**config.mk**
```make
export PLATFORM = sky130hd
export DESIGN_NAME = irq_accept
export DESIGN_NICKNAME = d
export VERILOG_FILES = /design/src/irq_accept_pkg.sv /design/src/irq_accept.sv /design/src/irq_rank_encoder.sv
export SDC_FILE = /design/constraint.sdc
export NUM_CORES = 1
export LEC_CHECK = 0
export ABC_AREA = 1
export BUFFER_PORTS_ARGS = -buffer_cell sky130_fd_sc_hd__buf_4
export CORE_ASPECT_RATIO = 1.75
export CORE_MARGIN = 3
export CORE_UTILIZATION = 50
export CTS_CLUSTER_SIZE = 10
export DETAILED_ROUTE_END_ITERATION = 6
export HOLD_SLACK_MARGIN = 0.06
export PLACE_DENSITY = 0.86
export SLEW_MARGIN = 30
export SYNTH_ARGS = -nofsm -noshare
export SYNTH_HDL_FRONTEND = slang
export SYNTH_SLANG_ARGS = --single-unit
```
**constraint.sdc**
```tcl
create_clock -name clk_sys -period 1.78 [get_ports clk_sys]
set_input_delay 0.178 -clock clk_sys [delete_from_list [all_inputs] [get_ports clk_sys]]
set_output_delay 0.178 -clock clk_sys [all_outputs]
set_load 0.02 [all_outputs]
```
**src/irq_accept_pkg.sv**
```systemverilog
// Constants, register offsets and types shared by the interrupt acceptance logic.
// Assumes an 8-bit register port and a CPU sequencer that marks instruction boundaries.
package irq_accept_pkg;

	localparam int          SRC_COUNT      = 12;
	localparam int          REG_W          = 16;
	localparam int          BYTE_W         = 8;

	// Register port byte offsets
	localparam logic [2:0]  OFS_FLAGS_LOW  = 3'h0;
	localparam logic [2:0]  OFS_FLAGS_HIGH = 3'h1;
	localparam logic [2:0]  OFS_MASK_LOW   = 3'h2;
	localparam logic [2:0]  OFS_MASK_HIGH  = 3'h3;
	localparam logic [2:0]  OFS_PRIO_LOW   = 3'h4;
	localparam logic [2:0]  OFS_PRIO_HIGH  = 3'h5;
	localparam logic [2:0]  OFS_EDGE_MODE  = 3'h6;
	localparam logic [2:0]  OFS_STATUS     = 3'h7;

	// Reset values
	localparam logic [7:0]  STATUS_RESET   = 8'h02;
	localparam logic [7:0]  MASK_RESET     = 8'hff;
	localparam logic [7:0]  PRIO_RESET     = 8'hff;
	localparam logic [7:0]  EDGE_RESET     = 8'h00;

	// Status word fields
	localparam int          IE_BIT         = 7;
	localparam int          ISP_BIT        = 1;

	// Vectors
	localparam logic [15:0] TRAP_VECTOR    = 16'h003e;
	localparam logic [15:0] VECTOR_BASE    = 16'h0004;
	localparam logic [15:0] VECTOR_STRIDE  = 16'h0002;

	// Least acceptance time in clocks, per programmable level
	localparam int          MIN_CLK_HIGH   = 7;
	localparam int          MIN_CLK_LOW    = 8;
	// Flag setting, decision, two pushes: cycles outside the wait state
	localparam int          ACK_OVERHEAD   = 4;
	localparam int          WAIT_W         = 3;
	localparam logic [WAIT_W-1:0] WAIT_HIGH = WAIT_W'(MIN_CLK_HIGH - ACK_OVERHEAD - 1);
	localparam logic [WAIT_W-1:0] WAIT_LOW  = WAIT_W'(MIN_CLK_LOW - ACK_OVERHEAD - 1);

	typedef enum logic [2:0] {
		ST_IDLE,
		ST_WAIT,
		ST_PUSH_STATUS,
		ST_PUSH_PC,
		ST_LOAD
	} ack_state_t;

endpackage

```
**src/irq_accept.sv**
```systemverilog
// Maskable and software interrupt acceptance with status word, flags, masks and priorities.
// Assumes the CPU sequencer pulses instr_done at boundaries and stalls while ack_busy is high.
//
// Decided for this implementation: the address map and the strobed register port.
`timescale 1ns/100ps
module irq_accept
	import irq_accept_pkg::*;
#(
	parameter int N   = SRC_COUNT,
	parameter int IDX = $clog2(SRC_COUNT)
) (
	input  wire logic             clk_sys,
	input  wire logic             rst,
	input  wire logic [N-1:0]     src_event,
	input  wire logic [2:0]       reg_addr,
	input  wire logic [7:0]       reg_wdata,
	input  wire logic             reg_wr,
	input  wire logic             reg_rd,
	output logic      [7:0]       reg_rdata,
	input  wire logic             instr_done,
	input  wire logic             instr_is_hold,
	input  wire logic             op_brk,
	input  wire logic             op_ei,
	input  wire logic             op_di,
	input  wire logic             op_restore,
	input  wire logic [7:0]       restore_status,
	input  wire logic             nmi_in_service,
	output logic      [7:0]       status_word,
	output logic      [7:0]       edge_mode,
	output logic                  ack_busy,
	output logic                  push_status_stb,
	output logic                  push_pc_stb,
	output logic      [7:0]       push_data,
	output logic                  vector_load,
	output logic      [15:0]      vector_addr
);

	typedef struct packed {
		logic [N-1:0]      flag;
		logic [N-1:0]      mask;
		logic [N-1:0]      prio;
		logic [7:0]        status;
		logic [7:0]        edge_mode;
		logic              hold_arm;
		ack_state_t        st;
		logic [WAIT_W-1:0] cnt;
		logic [15:0]       vec;
		logic [7:0]        saved;
		logic [7:0]        rdata;
	} state_t;

	state_t s_q;
	state_t s_d;

	logic [N-1:0]   eligible;
	logic [N-1:0]   level_high_req;
	logic [N-1:0]   level_low_req;
	logic           high_any;
	logic           low_any;
	logic [IDX-1:0] high_idx;
	logic [IDX-1:0] low_idx;
	logic           win_any;
	logic [IDX-1:0] win_idx;
	logic           win_prio;
	logic           level_ok;
	logic           hold_hit;
	logic           boundary_blocked;
	logic [N-1:0]   win_onehot;

	assign eligible       = s_q.flag & ~s_q.mask;
	assign level_high_req = eligible & ~s_q.prio;
	assign level_low_req  = eligible & s_q.prio;

	irq_rank_encoder #(
		.W   (N),
		.IDX (IDX)
	) u_rank_high (
		.req (level_high_req),
		.any (high_any),
		.idx (high_idx)
	);

	irq_rank_encoder #(
		.W   (N),
		.IDX (IDX)
	) u_rank_low (
		.req (level_low_req),
		.any (low_any),
		.idx (low_idx)
	);

	// High level first, default rank only breaks ties within a level
	assign win_any  = high_any | low_any;
	assign win_idx  = high_any ? high_idx : low_idx;
	assign win_prio = ~high_any;

	// Low level passes only while no high-level handler is in service
	assign level_ok = s_q.status[ISP_BIT] | ~win_prio;

	// Writes to flag, mask, priority, edge mode and status registers hold acceptance
	always_comb begin
		hold_hit = 1'b0;
		if (reg_wr) begin
			case (reg_addr)
				OFS_FLAGS_LOW, OFS_FLAGS_HIGH, OFS_MASK_LOW, OFS_MASK_HIGH,
				OFS_PRIO_LOW, OFS_PRIO_HIGH, OFS_EDGE_MODE, OFS_STATUS: hold_hit = 1'b1;
				default: hold_hit = 1'b0;
			endcase
		end
	end

	assign boundary_blocked = instr_is_hold | s_q.hold_arm | hold_hit;

	generate
		for (genvar g = 0; g < N; g++) begin : g_onehot
			assign win_onehot[g] = (win_idx == IDX'(g));
		end
	endgenerate

	always_comb begin
		logic [REG_W-1:0] f16;
		logic [REG_W-1:0] m16;
		logic [REG_W-1:0] p16;
		logic [7:0]       rd;
		logic             take;

		s_d  = s_q;
		f16  = {{(REG_W - N){1'b0}}, s_q.flag};
		m16  = {{(REG_W - N){1'b1}}, s_q.mask};
		p16  = {{(REG_W - N){1'b1}}, s_q.prio};
		rd   = '0;
		take = 1'b0;

		// Read data valid only in the cycle after the strobe
		if (reg_rd) begin
			case (reg_addr)
				OFS_FLAGS_LOW:  rd = f16[BYTE_W-1:0];
				OFS_FLAGS_HIGH: rd = f16[REG_W-1:BYTE_W];
				OFS_MASK_LOW:   rd = m16[BYTE_W-1:0];
				OFS_MASK_HIGH:  rd = m16[REG_W-1:BYTE_W];
				OFS_PRIO_LOW:   rd = p16[BYTE_W-1:0];
				OFS_PRIO_HIGH:  rd = p16[REG_W-1:BYTE_W];
				OFS_EDGE_MODE:  rd = s_q.edge_mode;
				OFS_STATUS:     rd = s_q.status;
				default:        rd = '0;
			endcase
		end
		s_d.rdata = rd;

		if (reg_wr) begin
			case (reg_addr)
				OFS_FLAGS_LOW:  f16[BYTE_W-1:0]     = reg_wdata;
				OFS_FLAGS_HIGH: f16[REG_W-1:BYTE_W] = reg_wdata;
				OFS_MASK_LOW:   m16[BYTE_W-1:0]     = reg_wdata;
				OFS_MASK_HIGH:  m16[REG_W-1:BYTE_W] = reg_wdata;
				OFS_PRIO_LOW:   p16[BYTE_W-1:0]     = reg_wdata;
				OFS_PRIO_HIGH:  p16[REG_W-1:BYTE_W] = reg_wdata;
				OFS_EDGE_MODE:  s_d.edge_mode       = reg_wdata;
				OFS_STATUS:     s_d.status          = reg_wdata;
				default:        ;
			endcase
		end
		s_d.mask = m16[N-1:0];
		s_d.prio = p16[N-1:0];

		// Status word: register write wins, then enable instructions, then stack restore
		if (!(reg_wr && reg_addr == OFS_STATUS)) begin
			if (op_restore) begin
				s_d.status = restore_status;
			end
			if (op_ei) begin
				s_d.status[IE_BIT] = 1'b1;
			end else if (op_di) begin
				s_d.status[IE_BIT] = 1'b0;
			end
		end

		if (instr_done) begin
			s_d.hold_arm = 1'b0;
		end else if (hold_hit) begin
			s_d.hold_arm = 1'b1;
		end

		unique case (s_q.st)
			ST_IDLE: begin
				if (instr_done && op_brk) begin
					// Trap cannot be disabled; its enable clear blocks maskable ones
					s_d.saved          = s_q.status;
					s_d.status[IE_BIT] = 1'b0;
					s_d.vec            = TRAP_VECTOR;
					s_d.st             = ST_PUSH_STATUS;
				end else if (instr_done && !boundary_blocked && win_any && s_q.status[IE_BIT]
				             && !nmi_in_service && level_ok) begin
					take                = 1'b1;
					s_d.saved           = s_q.status;
					s_d.status[IE_BIT]  = 1'b0;
					s_d.status[ISP_BIT] = win_prio;
					s_d.vec             = VECTOR_BASE + VECTOR_STRIDE * {{(16 - IDX){1'b0}}, win_idx};
					s_d.cnt             = win_prio ? WAIT_LOW : WAIT_HIGH;
					s_d.st              = ST_WAIT;
				end
			end
			ST_WAIT: begin
				if (s_q.cnt == '0) begin
					s_d.st = ST_PUSH_STATUS;
				end else begin
					s_d.cnt = s_q.cnt - WAIT_W'(1);
				end
			end
			ST_PUSH_STATUS: s_d.st = ST_PUSH_PC;
			ST_PUSH_PC:     s_d.st = ST_LOAD;
			ST_LOAD:        s_d.st = ST_IDLE;
		endcase

		// Event set wins over both the accept clear and a software clear
		if (take) begin
			f16[N-1:0] = f16[N-1:0] & ~win_onehot;
		end
		s_d.flag = f16[N-1:0] | src_event;
	end

	always_ff @(posedge clk_sys) begin
		if (rst) begin
			s_q.flag      <= '0;
			s_q.mask      <= {N{MASK_RESET[0]}};
			s_q.prio      <= {N{PRIO_RESET[0]}};
			s_q.status    <= STATUS_RESET;
			s_q.edge_mode <= EDGE_RESET;
			s_q.hold_arm  <= 1'b0;
			s_q.st        <= ST_IDLE;
			s_q.cnt       <= '0;
			s_q.vec       <= '0;
			s_q.saved     <= '0;
			s_q.rdata     <= '0;
		end else begin
			s_q <= s_d;
		end
	end

	// Acceptance waits for instr_done, so a long divide stretches the delay
	assign ack_busy        = (s_q.st != ST_IDLE);
	assign push_status_stb = (s_q.st == ST_PUSH_STATUS);
	assign push_pc_stb     = (s_q.st == ST_PUSH_PC);
	assign vector_load     = (s_q.st == ST_LOAD);
	assign push_data       = s_q.saved;
	assign vector_addr     = s_q.vec;
	assign status_word     = s_q.status;
	assign edge_mode       = s_q.edge_mode;
	assign reg_rdata       = s_q.rdata;

endmodule // irq_accept

```
**src/irq_rank_encoder.sv**
```systemverilog
// Fixed-rank priority encoder: lowest index is the highest default rank.
// Assumes a request vector from logic on the same clock.
`timescale 1ns/100ps
module irq_rank_encoder #(
	parameter int W   = 12,
	parameter int IDX = 4
) (
	input  wire logic [W-1:0]   req,
	output logic                any,
	output logic [IDX-1:0]      idx
);

	always_comb begin
		any = 1'b0;
		idx = '0;
		for (int i = W - 1; i >= 0; i--) begin
			if (req[i]) begin
				any = 1'b1;
				idx = IDX'(i);
			end
		end
	end

endmodule // irq_rank_encoder

```
==> results.json, run 1 <==
{
  "status": "finished with violations",
  "violations": "design-rule violations, negative setup slack",
  "synth_area_leaders": "dfxtp_1 (36%), nand2_1 (9.3%), buf_4 (8.3%), inv_1 (5.7%), a21oi_1 (4.7%)",
  "wl_um": 16300,
  "numCtsBuffers": 9,
  "num-nets-final": 772,
  "cts_max_level": 3,
  "grt_pass1_vias": 4794,
  "cp_slowest_stage_delay_ps": 360,
  "drc": 1,
  "avgViaCountPerCell": 5.889,
  "ir_worst_vdd_mv": 0.4747,
  "p_int_w": 0.003529,
  "finalCritPeriodShare_pct": 107.8,
  "coreArea_um2": 8478,
  "vias": 4988,
  "gp_congestion": 0.9951,
  "leakage_nw": 2.887,
  "area_delta_synth_final_pct": 39.16,
  "max_slew_margin_pct": 60.17,
  "holdPathStages": 3,
  "setup_viol": 28,
  "setup.worst_path.end_class": "flip-flop",
  "synth_top_area_share_pct": 36.09,
  "initial_core_util_pct": 52.35,
  "die_h_um": 130.6,
  "path_max_fanout": 7,
  "power_frac_seq_pct": 40.3,
  "stdcell_area_um2": 6176,
  "critPathLaunchType": "flip-flop",
  "critical_path_class": "flip-flop to flip-flop",
  "antenna_found_initial": 0,
  "r2r-end": "s_q[84]$_SDFF_PP0_",
  "die_area_um2": 10090,
  "synth_cell_types": 46,
  "yosysWarnings": 0,
  "finalHoldViolCount": 0,
  "reg2reg_slack_ps": -140,
  "finClkSkew_ps": 7.968,
  "cts_sinks": 80,
  "required_ps": 1990,
  "period_needed_ps": 1919,
  "path_cells": "nand3b_1 -> nand2_2 -> nor2_4 -> nand2_4 -> nor2_8 -> inv_4 -> a31oi_4 -> nand2_4 -> nand2_8 -> nand3_1 -> nand2_1 -> a21oi_1",
  "hold_path_class": "input pin to flip-flop",
  "r2r-start": "s_q[62]$_SDFFE_PP1P_",
  "clock_power_share_pct": 39.9,
  "cp_slowest_cell": "dfxtp_4",
  "cts.clk_slew.worst_paths_ps": 60,
  "layout_common_cells": "buf_4 (152), nand2_1 (92), inv_1 (57), dfxtp_1 (52), a21oi_1 (37)",
  "die_width_um": 77.22,
  "cts_tree": "yes",
  "p_switching_w": 0.001436,
  "clock_path_buffers": 2,
  "layout_commonest_cell": "buf_4",
  "yosysTopAreaCell": "dfxtp_1",
  "powerDensity_nw_per_um2": 804.0,
  "synth.avg_cell_area_um2": 7.240,
  "slew_violations": 0,
  "worst_slack_ps": -139.4,
  "power.total_w": 0.004965,
  "rows": 44,
  "final_util_pct": 72.85,
  "port_buffers": 82,
  "dp_hpwl_um": 10990,
  "worstPathArrival_ps": 2130,
  "swShare_pct": 28.93,
  "synthesis.area_um2": 4438,
  "grt_max_degree": 34,
  "drive_gt1_share_pct": 43.99,
  "hold_end": "s_q[79]$_SDFF_PP0_",
  "worstHoldStart": "src_event[0]",
  "power_frac_comb_pct": 19.9,
  "critPathMostFrequentCell": "nand2_4",
  "clock_latency_ps": 350,
  "max_freq_ghz": 0.5210,
  "ant_nets": 0,
  "grt_pass1_wl_um": 23560,
  "critPathTopFamily": "simple AND/OR/NAND/NOR gates",
  "cap_viol_max_count": 0,
  "reg2regPathDepth": 12,
  "ioPinCount": 94,
  "grtUsageTotal_pct": 29.98,
  "grt-ovfl-total": 0,
  "ys_seq_area_share_pct": 36.09,
  "tightest_slew_ps": 582.5,
  "drt_iter0_drc": 570,
  "placed_area_um2": 5293,
  "ys_ff_latch": 80,
  "diodes": 0,
  "nFillCells": 628,
  "rsz0062_at_grt": "yes",
  "post_drt_wl_per_cell_um": 19.25,
  "crit_buf_inv": 1,
  "fin_setup_tns_ps": -2020,
  "clock-root-buffer": "clkbuf_16",
  "firstDrtPassIters": 7,
  "netlist_instances": 613
}
-- final cells by class --
type | instances | area (um2) | share of cell area [%]
flip-flops and latches | 80 | 1647 | 26.66
multi-input cells | 391 | 2491 | 40.34
clock inverters | 5 | 81.33 | 1.317
well taps | 115 | 143.9 | 2.330
clock buffers | 11 | 232.7 | 3.768
repair buffers | 159 | 1245 | 20.16
inverters | 86 | 335.3 | 5.430
-- cell families after synthesis --
| group | Yosys count | synth area share (%) |
|---|---|---|
| AO/OA/AOI/OAI | 153 | 20.75 |
| XOR/XNOR | 1 | 0.1974 |
| adder cells (fa/ha/maj) | 3 | 0.8459 |
| buffers and inverters | 152 | 17.31 |
| flip-flops | 80 | 36.09 |
| multiplexers | 2 | 0.5074 |
| other | 1 | 0.08450 |
| AND/OR/NAND/NOR | 221 | 24.22 |
-- stage by stage --
stage	setup WS (ps)	cells	hold WS (ps)
5_1_grt	-250.6	847	71.96
4_1_cts	-8.989	840	70.78
3_3_place_gp	-54.31	811	364.3
6_report	-139.4	847	70.41
2_1_floorplan	38.75	623	257.3
3_5_place_dp	-116.3	811	373.5
-- worst max path at each step --
stage                    startpoint                           to  slack, ps  cells after the start
6_report       s_q[62]$_SDFFE_PP1P_           s_q[84]$_SDFF_PP0_       -140                     12
3_5_place_dp   s_q[75]$_SDFFE_PP1P_           s_q[88]$_SDFF_PP0_       -120                     16
4_1_cts        s_q[66]$_SDFFE_PP1P_           s_q[79]$_SDFF_PP0_         -9                     13
3_3_place_gp   s_q[58]$_SDFFE_PP1P_           s_q[88]$_SDFF_PP0_        -50                     13
5_1_grt        s_q[76]$_SDFFE_PP1P_  vector_addr[4]$_SDFFE_PP0P_       -250                     13
2_1_floorplan  s_q[74]$_SDFFE_PP1P_  vector_addr[4]$_SDFFE_PP0P_         40                     12
-- worst min-delay path: stages --
cell and delay, ps:
buf_4 100, inv_1 40, a21oi_1 50
-- layer usage --
metal,vias up,GRT usage (%),part of all wire (%)
met5,-,0,0
li1,2245,-,-
met4,0,23.17,7.7
met1,2302,31.08,33
met3,95,4.527,8.0
met2,346,53.95,51
-- sequential cells by signal (all words and copies together) (netlist names) --
signal / cells
s_q: 43
reg_rdata: 8
status_word: 8
edge_mode: 8
push_data: 8
vector_addr: 5
-- cells in the mapped netlist, drive strengths merged --
library cell,instances
nand2,121
inv,86
dfxtp,80
buf,55
o21ai,47
a21oi,43
nand3,38
nor2,36
a31oi,17
o211ai,17
clkbuf,11
nor3,11
o22ai,11
a221oi,8
nand4,7
nand3b,4
ha,3
a311oi,2
mux2,2
nor4,2
o221a,2
a2111oi,1
a211oi,1
a22oi,1
and2,1
and3,1
conb,1
o2111ai,1
o21bai,1
o221ai,1
xor2,1
-- power by group through the flow --
stage          clock (W)  combinational (W)  sequential [W]
2_1_floorplan          0           0.000564         0.00198
3_3_place_gp           0           0.000834         0.00201
3_5_place_dp           0           0.000851         0.00201
4_1_cts          0.00198           0.000888         0.00198
5_1_grt          0.00208            0.00105         0.00201
6_report         0.00198           0.000986         0.00200
-- timing repair --
item / 4_1_cts / 5_1_grt
hold buffers: 1 / 0
buffers inserted: 13 / 7
setup endpoints to repair: 30 / 32
hold endpoints to repair: 1 / 0
pin swaps: 19 / 22
resized for setup: 52 / 73
No activity file was read; power rests on OpenSTA's default activity.
==> run 2: changes to the inputs <==
Settings changed: ABC_AREA 1 to default, PLACE_DENSITY 0.86 to 0.85.
==> run 2 against run 1 <==
Effect of this change:
- the run ends with negative setup slack left
- critical endpoint is now s_q[88]$_SDFF_PP0_
- cell count fell by 0.59%
- via count increased by 5.2%
- global-route usage up 1.7 points
- register-to-register slack got worse by 590 ps
- worst setup slack worse by 590 ps
==> results.json, run 2 <==
{
  "vias": 5245,
  "cp_slowest_cell": "nor4_2",
  "stdcell_area_um2": 6704,
  "setup_viol": 32,
  "worst_slack_ps": -730.4,
  "reg2reg_slack_ps": -730,
  "r2r-start": "s_q[85]$_SDFF_PP0_",
  "critPathLaunchType": "flip-flop",
  "num-nets-final": 762,
  "place_ws_ps": -455.0,
  "layout_common_cells": "buf_4 (184), nand2_1 (68), dfxtp_1 (65), nor2_1 (49), mux2i_1 (36)",
  "path_max_fanout": 4,
  "grt_max_degree": 26,
  "met1_usage_pct": 33.35,
  "largest_register_ff_count": 43,
  "top_register": "s_q",
  "cts_tree": "yes",
  "cts_sinks": 80,
  "synth_flop_cell": "dfxtp_1",
  "grt_pass1_wl_um": 26140,
  "power_frac_comb_pct": 20.7,
  "synth_area_leaders": "dfxtp_1 (34%), mux2i_1 (7.5%), buf_4 (7.5%), nand2_1 (5.6%), nor2_1 (3.8%)",
  "rsz0062_at_grt": "yes",
  "grt-ovfl-total": 0,
  "holdPathStages": 3,
  "reg2regPathDepth": 7,
  "cp_slowest_stage_delay_ps": 590,
  "power_frac_seq_pct": 40.3,
  "drc": 0,
  "port_buffers": 82,
  "clock-root-buffer": "clkbuf_16",
  "cts_max_level": 3,
  "netlist_instances": 573,
  "dp_cells": 813,
  "clock_path_buffers": 2,
  "drt_iter0_drc": 629,
  "synth.avg_cell_area_um2": 8.341,
  "post_drt_wl_per_cell_um": 22.18,
  "firstDrtPassIters": 7,
  "clock_power_share_pct": 39.0,
  "diodes": 0,
  "ioPinCount": 94,
  "p_int_w": 0.003447,
  "p_switching_w": 0.001386,
  "ir_worst_vdd_mv": 0.9153,
  "drive_gt1_share_pct": 40.44,
  "yosysTopAreaCell": "dfxtp_1",
  "status": "finished with violations",
  "tightest_slew_ps": 625.0,
  "numCtsBuffers": 9,
  "area_delta_synth_final_pct": 40.26,
  "layout_commonest_cell": "buf_4",
  "finalHoldViolCount": 0,
  "swShare_pct": 28.68,
  "worstPathArrival_ps": 2710,
  "power.total_w": 0.004833,
  "worstHoldStart": "reg_wdata[6]",
  "path_cells": "nor3b_4 -> buf_4 -> nor4_2 -> nand3_1 -> a21o_1 -> a221oi_4 -> a31oi_1",
  "synth.most_common_cell": "dfxtp_1",
  "ys_seq_area_share_pct": 33.51,
  "violations": "negative setup slack",
  "initial_core_util_pct": 51.90,
  "setup.worst_path.end_class": "flip-flop",
  "finalCritPeriodShare_pct": 141.0,
  "clock_latency_ps": 350,
  "synth_top_area_share_pct": 33.51,
  "grt_pass1_vias": 5131,
  "coreArea_um2": 9209,
  "async_flop_share_pct": 0,
  "die_area_um2": 10810,
  "ys_ff_latch": 80,
  "required_ps": 1980,
  "die_width_um": 79.91,
  "max_slew_margin_pct": 57.99,
  "dp_hpwl_um": 12540,
  "die_h_um": 135.3,
  "cts.clk_slew.worst_paths_ps": 60,
  "max_freq_ghz": 0.3983,
  "grtUsageTotal_pct": 31.66,
  "cap_viol_max_count": 0,
  "avgViaCountPerCell": 6.229,
  "grt.busiest_layer": "met2",
  "leakage_nw": 2.842,
  "hold_end": "s_q[61]$_SDFFE_PP1P_",
  "netlist_top_cells_count": "dfxtp_1 (80), nand2_1 (71), nor2_1 (49), buf_4 (48), mux2i_1 (36)",
  "gp_congestion": 0.9926,
  "ant_nets": 0,
  "r2r-end": "s_q[88]$_SDFF_PP0_",
  "rows": 46,
  "met3_usage_pct": 5.859,
  "synth-edff-count": 0,
  "critical_path_class": "flip-flop to flip-flop",
  "antenna_found_initial": 0,
  "period_needed_ps": 2510,
  "hold_path_class": "input pin to flip-flop",
  "slew_violations": 0,
  "layoutNonFillerInstCount": 842,
  "synth_cell_types": 72,
  "hold_ws_ps": 105.1,
  "wl_um": 18680,
  "placed_area_um2": 6007,
  "powerDensity_nw_per_um2": 720.9,
  "synthesis.area_um2": 4780,
  "yosysWarnings": 0,
  "finClkSkew_ps": 5.039,
  "grtUsageMet2_pct": 54.01
}
## run 2: area by class of cell
type                    instances  area, um2
multi-input cells             406       2984
clock buffers                  11      242.7
well taps                     120      150.1
inverters                      21      81.33
clock inverters                 5      56.30
repair buffers                199       1567
flip-flops and latches         80       1623
fillers                       608       2505
## run 2: worst max-delay path by stage
stage | from | to | slack (ps) | depth (start not counted)
2_1_floorplan | s_q[35]$_SDFFE_PP0P_ | s_q[82]$_SDFF_PP0_ | -330 | 7
3_3_place_gp | s_q[35]$_SDFFE_PP0P_ | s_q[82]$_SDFF_PP0_ | -420 | 6
3_5_place_dp | s_q[74]$_SDFFE_PP1P_ | s_q[88]$_SDFF_PP0_ | -450 | 6
4_1_cts | s_q[85]$_SDFF_PP0_ | s_q[84]$_SDFF_PP0_ | -400 | 8
5_1_grt | s_q[85]$_SDFF_PP0_ | s_q[88]$_SDFF_PP0_ | -710 | 7
6_report | s_q[85]$_SDFF_PP0_ | s_q[88]$_SDFF_PP0_ | -730 | 7
## run 2: per-layer routing
layer,part of all wire (%),vias up
li1,-,2290
met1,34,2441
met2,49,386
met3,8.0,128
met4,8.8,0
met5,0,-
## run 2: worst max-delay path: cells and delay by family, from the launching register on
kind / cells / cell delay (ps)
AOI/OAI and AO/OA: 3 / 940
and+or+nand+nor: 3 / 950
buffers and inverters: 1 / 150
DFF: 1 / 320
## run 2: metrics by stage
stage / utilization, % / setup TNS (ps)
finish: 72.80 / -14720
global route: 72.80 / -15500
CTS: 70.64 / -9838
detailed placement: 65.23 / -11380
global placement: 65.23 / -9718
floorplan: - / -6591
## run 2: kinds of logic after synthesis
logic type      count (synthesis)  synth area share [%]
flops                          80                 33.51
mux                            46                 10.13
other cells                     1               0.07846
fa+ha+maj                       3                0.7854
simple gates                  208                 22.91
compound gates                135                 20.42
xor+xnor                        3                0.5498
buf+inv                        97                 11.62
## run 2: power groups by stage
stage	clock network [W]	registers, W	logic (W)
floorplan	0	0.00197	0.000553
finish	0.00188	0.00195	0.00100
global placement	0	0.00197	0.000860
detailed placement	0	0.00198	0.000885
CTS	0.00187	0.00194	0.000926
global route	0.00195	0.00195	0.00105
## run 2: timing repair
item,in CTS,in global routing
endpoints found under the hold margin,1,0
gates resized for setup,31,33
hold buffers,1,0
pin swaps,14,23
buffers inserted,8,8
setup endpoints to repair,32,32
==> run 3: changes to the inputs <==
Settings changed: ABC_CLOCK_PERIOD_IN_PS from default to 1780, BUFFER_PORTS_ARGS -buffer_cell sky130_fd_sc_hd__buf_4 to -buffer_cell sky130_fd_sc_hd__buf_2, MAX_ROUTING_LAYER from default to met4.
==> run 3 against run 2 <==
Effect of this change:
- the run still ends with negative setup slack left
- via count is 2.4% lower
- register-to-register slack improved by 320 ps
- global-route usage rose by 0.70 points
- sequential share of layout area grew 0.18 points
- cell count increased by 1.2%
- largest power group unchanged
- first-iteration DRC count down 35%
- non-clock buffer count is 10 higher
- design area down 0.45%
- clock power about the same
- wire length decreased by 5.2%
- clock-buffer cell count down 2
==> results.json, run 3 (synthesized netlist as in run 2, its figures left out) <==
{
  "avgViaCountPerCell": 6.007,
  "die_area_um2": 10810,
  "cts.clk_slew.worst_paths_ps": 70,
  "gp_congestion": 0.9795,
  "area_delta_synth_final_pct": 39.63,
  "vias": 5118,
  "reg2regPathDepth": 9,
  "grt_pass1_wl_um": 25940,
  "layout_common_cells": "buf_4 (103), buf_2 (82), nand2_1 (67), dfxtp_1 (61), nor2_1 (47)",
  "grt-ovfl-total": 0,
  "leakage_nw": 2.867,
  "diodes": 0,
  "grt_max_degree": 30,
  "post_drt_wl_per_cell_um": 20.78,
  "finalHoldViolCount": 0,
  "stdcell_area_um2": 6674,
  "rsz0062_at_grt": "yes",
  "die_h_um": 135.3,
  "violations": "negative setup slack",
  "period_needed_ps": 2187,
  "ioPinCount": 94,
  "max_freq_ghz": 0.4572,
  "ir_worst_vdd_mv": 0.6167,
  "firstDrtPassIters": 5,
  "critPathLaunchType": "flip-flop",
  "worst_slack_ps": -407.2,
  "clock_path_buffers": 2,
  "r2r-end": "vector_addr[4]$_SDFFE_PP0P_",
  "fin_setup_tns_ps": -10800,
  "grtUsageTotal_pct": 32.37,
  "setup.worst_path.end_class": "flip-flop",
  "finClkSkew_ps": 9.044,
  "reg2reg_slack_ps": -410,
  "path_max_fanout": 4,
  "hold_end": "s_q[82]$_SDFF_PP0_",
  "required_ps": 2030,
  "initial_core_util_pct": 51.90,
  "power.total_w": 0.004771,
  "drive_gt1_share_pct": 43.85,
  "cts_sinks": 80,
  "antenna_found_initial": 0,
  "cts_tree": "yes",
  "worstHoldStart": "src_event[3]",
  "grt_pass1_vias": 5096,
  "layoutNonFillerInstCount": 852,
  "largest_register_ff_count": 43,
  "hold_ws_ps": 77.29,
  "rows": 46,
  "critical_path_class": "flip-flop to flip-flop",
  "dp_hpwl_um": 12500,
  "layout_commonest_cell": "buf_4",
  "drc": 0,
  "clock_latency_ps": 360,
  "placed_area_um2": 5839,
  "numCtsBuffers": 9,
  "dp_cells": 818,
  "hold_path_class": "input pin to flip-flop",
  "num-nets-final": 772,
  "clock-root-buffer": "clkbuf_16",
  "drt_iter0_drc": 406,
  "cts_max_level": 3,
  "status": "finished with violations",
  "powerDensity_nw_per_um2": 714.8,
  "ant_nets": 0,
  "holdPathStages": 3,
  "top_register": "s_q",
  "cap_viol_max_count": 0,
  "wl_um": 17700,
  "finalCritPeriodShare_pct": 122.9,
  "slew_violations": 0,
  "port_buffers": 82,
  "coreArea_um2": 9209,
  "die_width_um": 79.91,
  "setup_viol": 32,
  "worstPathArrival_ps": 2430,
  "r2r-start": "s_q[88]$_SDFF_PP0_"
}
-- run 3: cell types whose count changed in the layout (fill, tap and decap cells not counted), moves of 4 or more --
cell and delta:
inv_6 +4, dfxtp_2 +4, dfxtp_1 -4, buf_4 -81, buf_6 +8, buf_2 +82
-- run 3: per-layer routing --
| metal | GRT usage [%] | routed length [um] | up-vias |
|---|---|---|---|
| li1 | - | - | 2313 |
| met2 | 54.89 | 8958 | 294 |
| met4 | 23.87 | 1472 | 0 |
| met5 | - | 0 | - |
| met3 | 4.794 | 1012 | 124 |
| met1 | 33.04 | 6258 | 2387 |
-- run 3: worst max path at each step --
stage | startpoint | endpoint | slack [ps] | depth (start not counted)
2_1_floorplan | s_q[35]$_SDFFE_PP0P_ | s_q[82]$_SDFF_PP0_ | -330 | 7
3_3_place_gp | s_q[85]$_SDFF_PP0_ | status_word[7]$_SDFF_PP0_ | -450 | 6
3_5_place_dp | s_q[90]$_SDFF_PP0_ | push_data[3]$_SDFFE_PP0P_ | -500 | 7
4_1_cts | s_q[86]$_SDFF_PP0_ | s_q[84]$_SDFF_PP0_ | -390 | 8
5_1_grt | s_q[58]$_SDFFE_PP1P_ | vector_addr[4]$_SDFFE_PP0P_ | -470 | 11
6_report | s_q[88]$_SDFF_PP0_ | vector_addr[4]$_SDFFE_PP0P_ | -410 | 9
-- run 3: critical path: stages (launching register included) --
cell and delay, ps:
dfxtp_4 370, or3b_4 400, a211oi_2 240, o31a_1 220, a41oi_2 70, nand2_2 170, clkinv_4 70, ha_4 160
xnor2_2 130, o221a_1 240
-- run 3: report_power, final --
group	total (W)	switching [W]	internal (W)
Combinational	0.000972	0.000552	0.000420
Clock	0.00185	0.000866	0.000985
Sequential	0.00195	0.0000688	0.00188
-- run 3: repair_timing --
item	in CTS	in global routing
endpoints found under the setup margin	32	32
cloned	0	0
endpoints found under the hold margin	1	0
hold buffers	1	0
gates resized for setup	45	45
setup buffers	8	14
pin swaps	24	40
-- run 3: layout make-up --
cell class                      count  area, um2
Multi-Input combinational cell    406       3043
Fill cell                         650       2535
Clock buffer                        9      225.2
Inverter                           21      83.83
Sequential cell                    80       1628
Timing Repair Buffer              209       1479
Clock inverter                      7      65.06
Tap cell                          120      150.1
-- run 3: metrics by stage --
stage	setup WS (ps)	util, %
3_3_place_gp	-445.0	63.41
5_1_grt	-468.7	72.47
3_5_place_dp	-496.1	63.41
2_1_floorplan	-328.8	-
4_1_cts	-385.1	69.33
6_report	-407.2	72.47
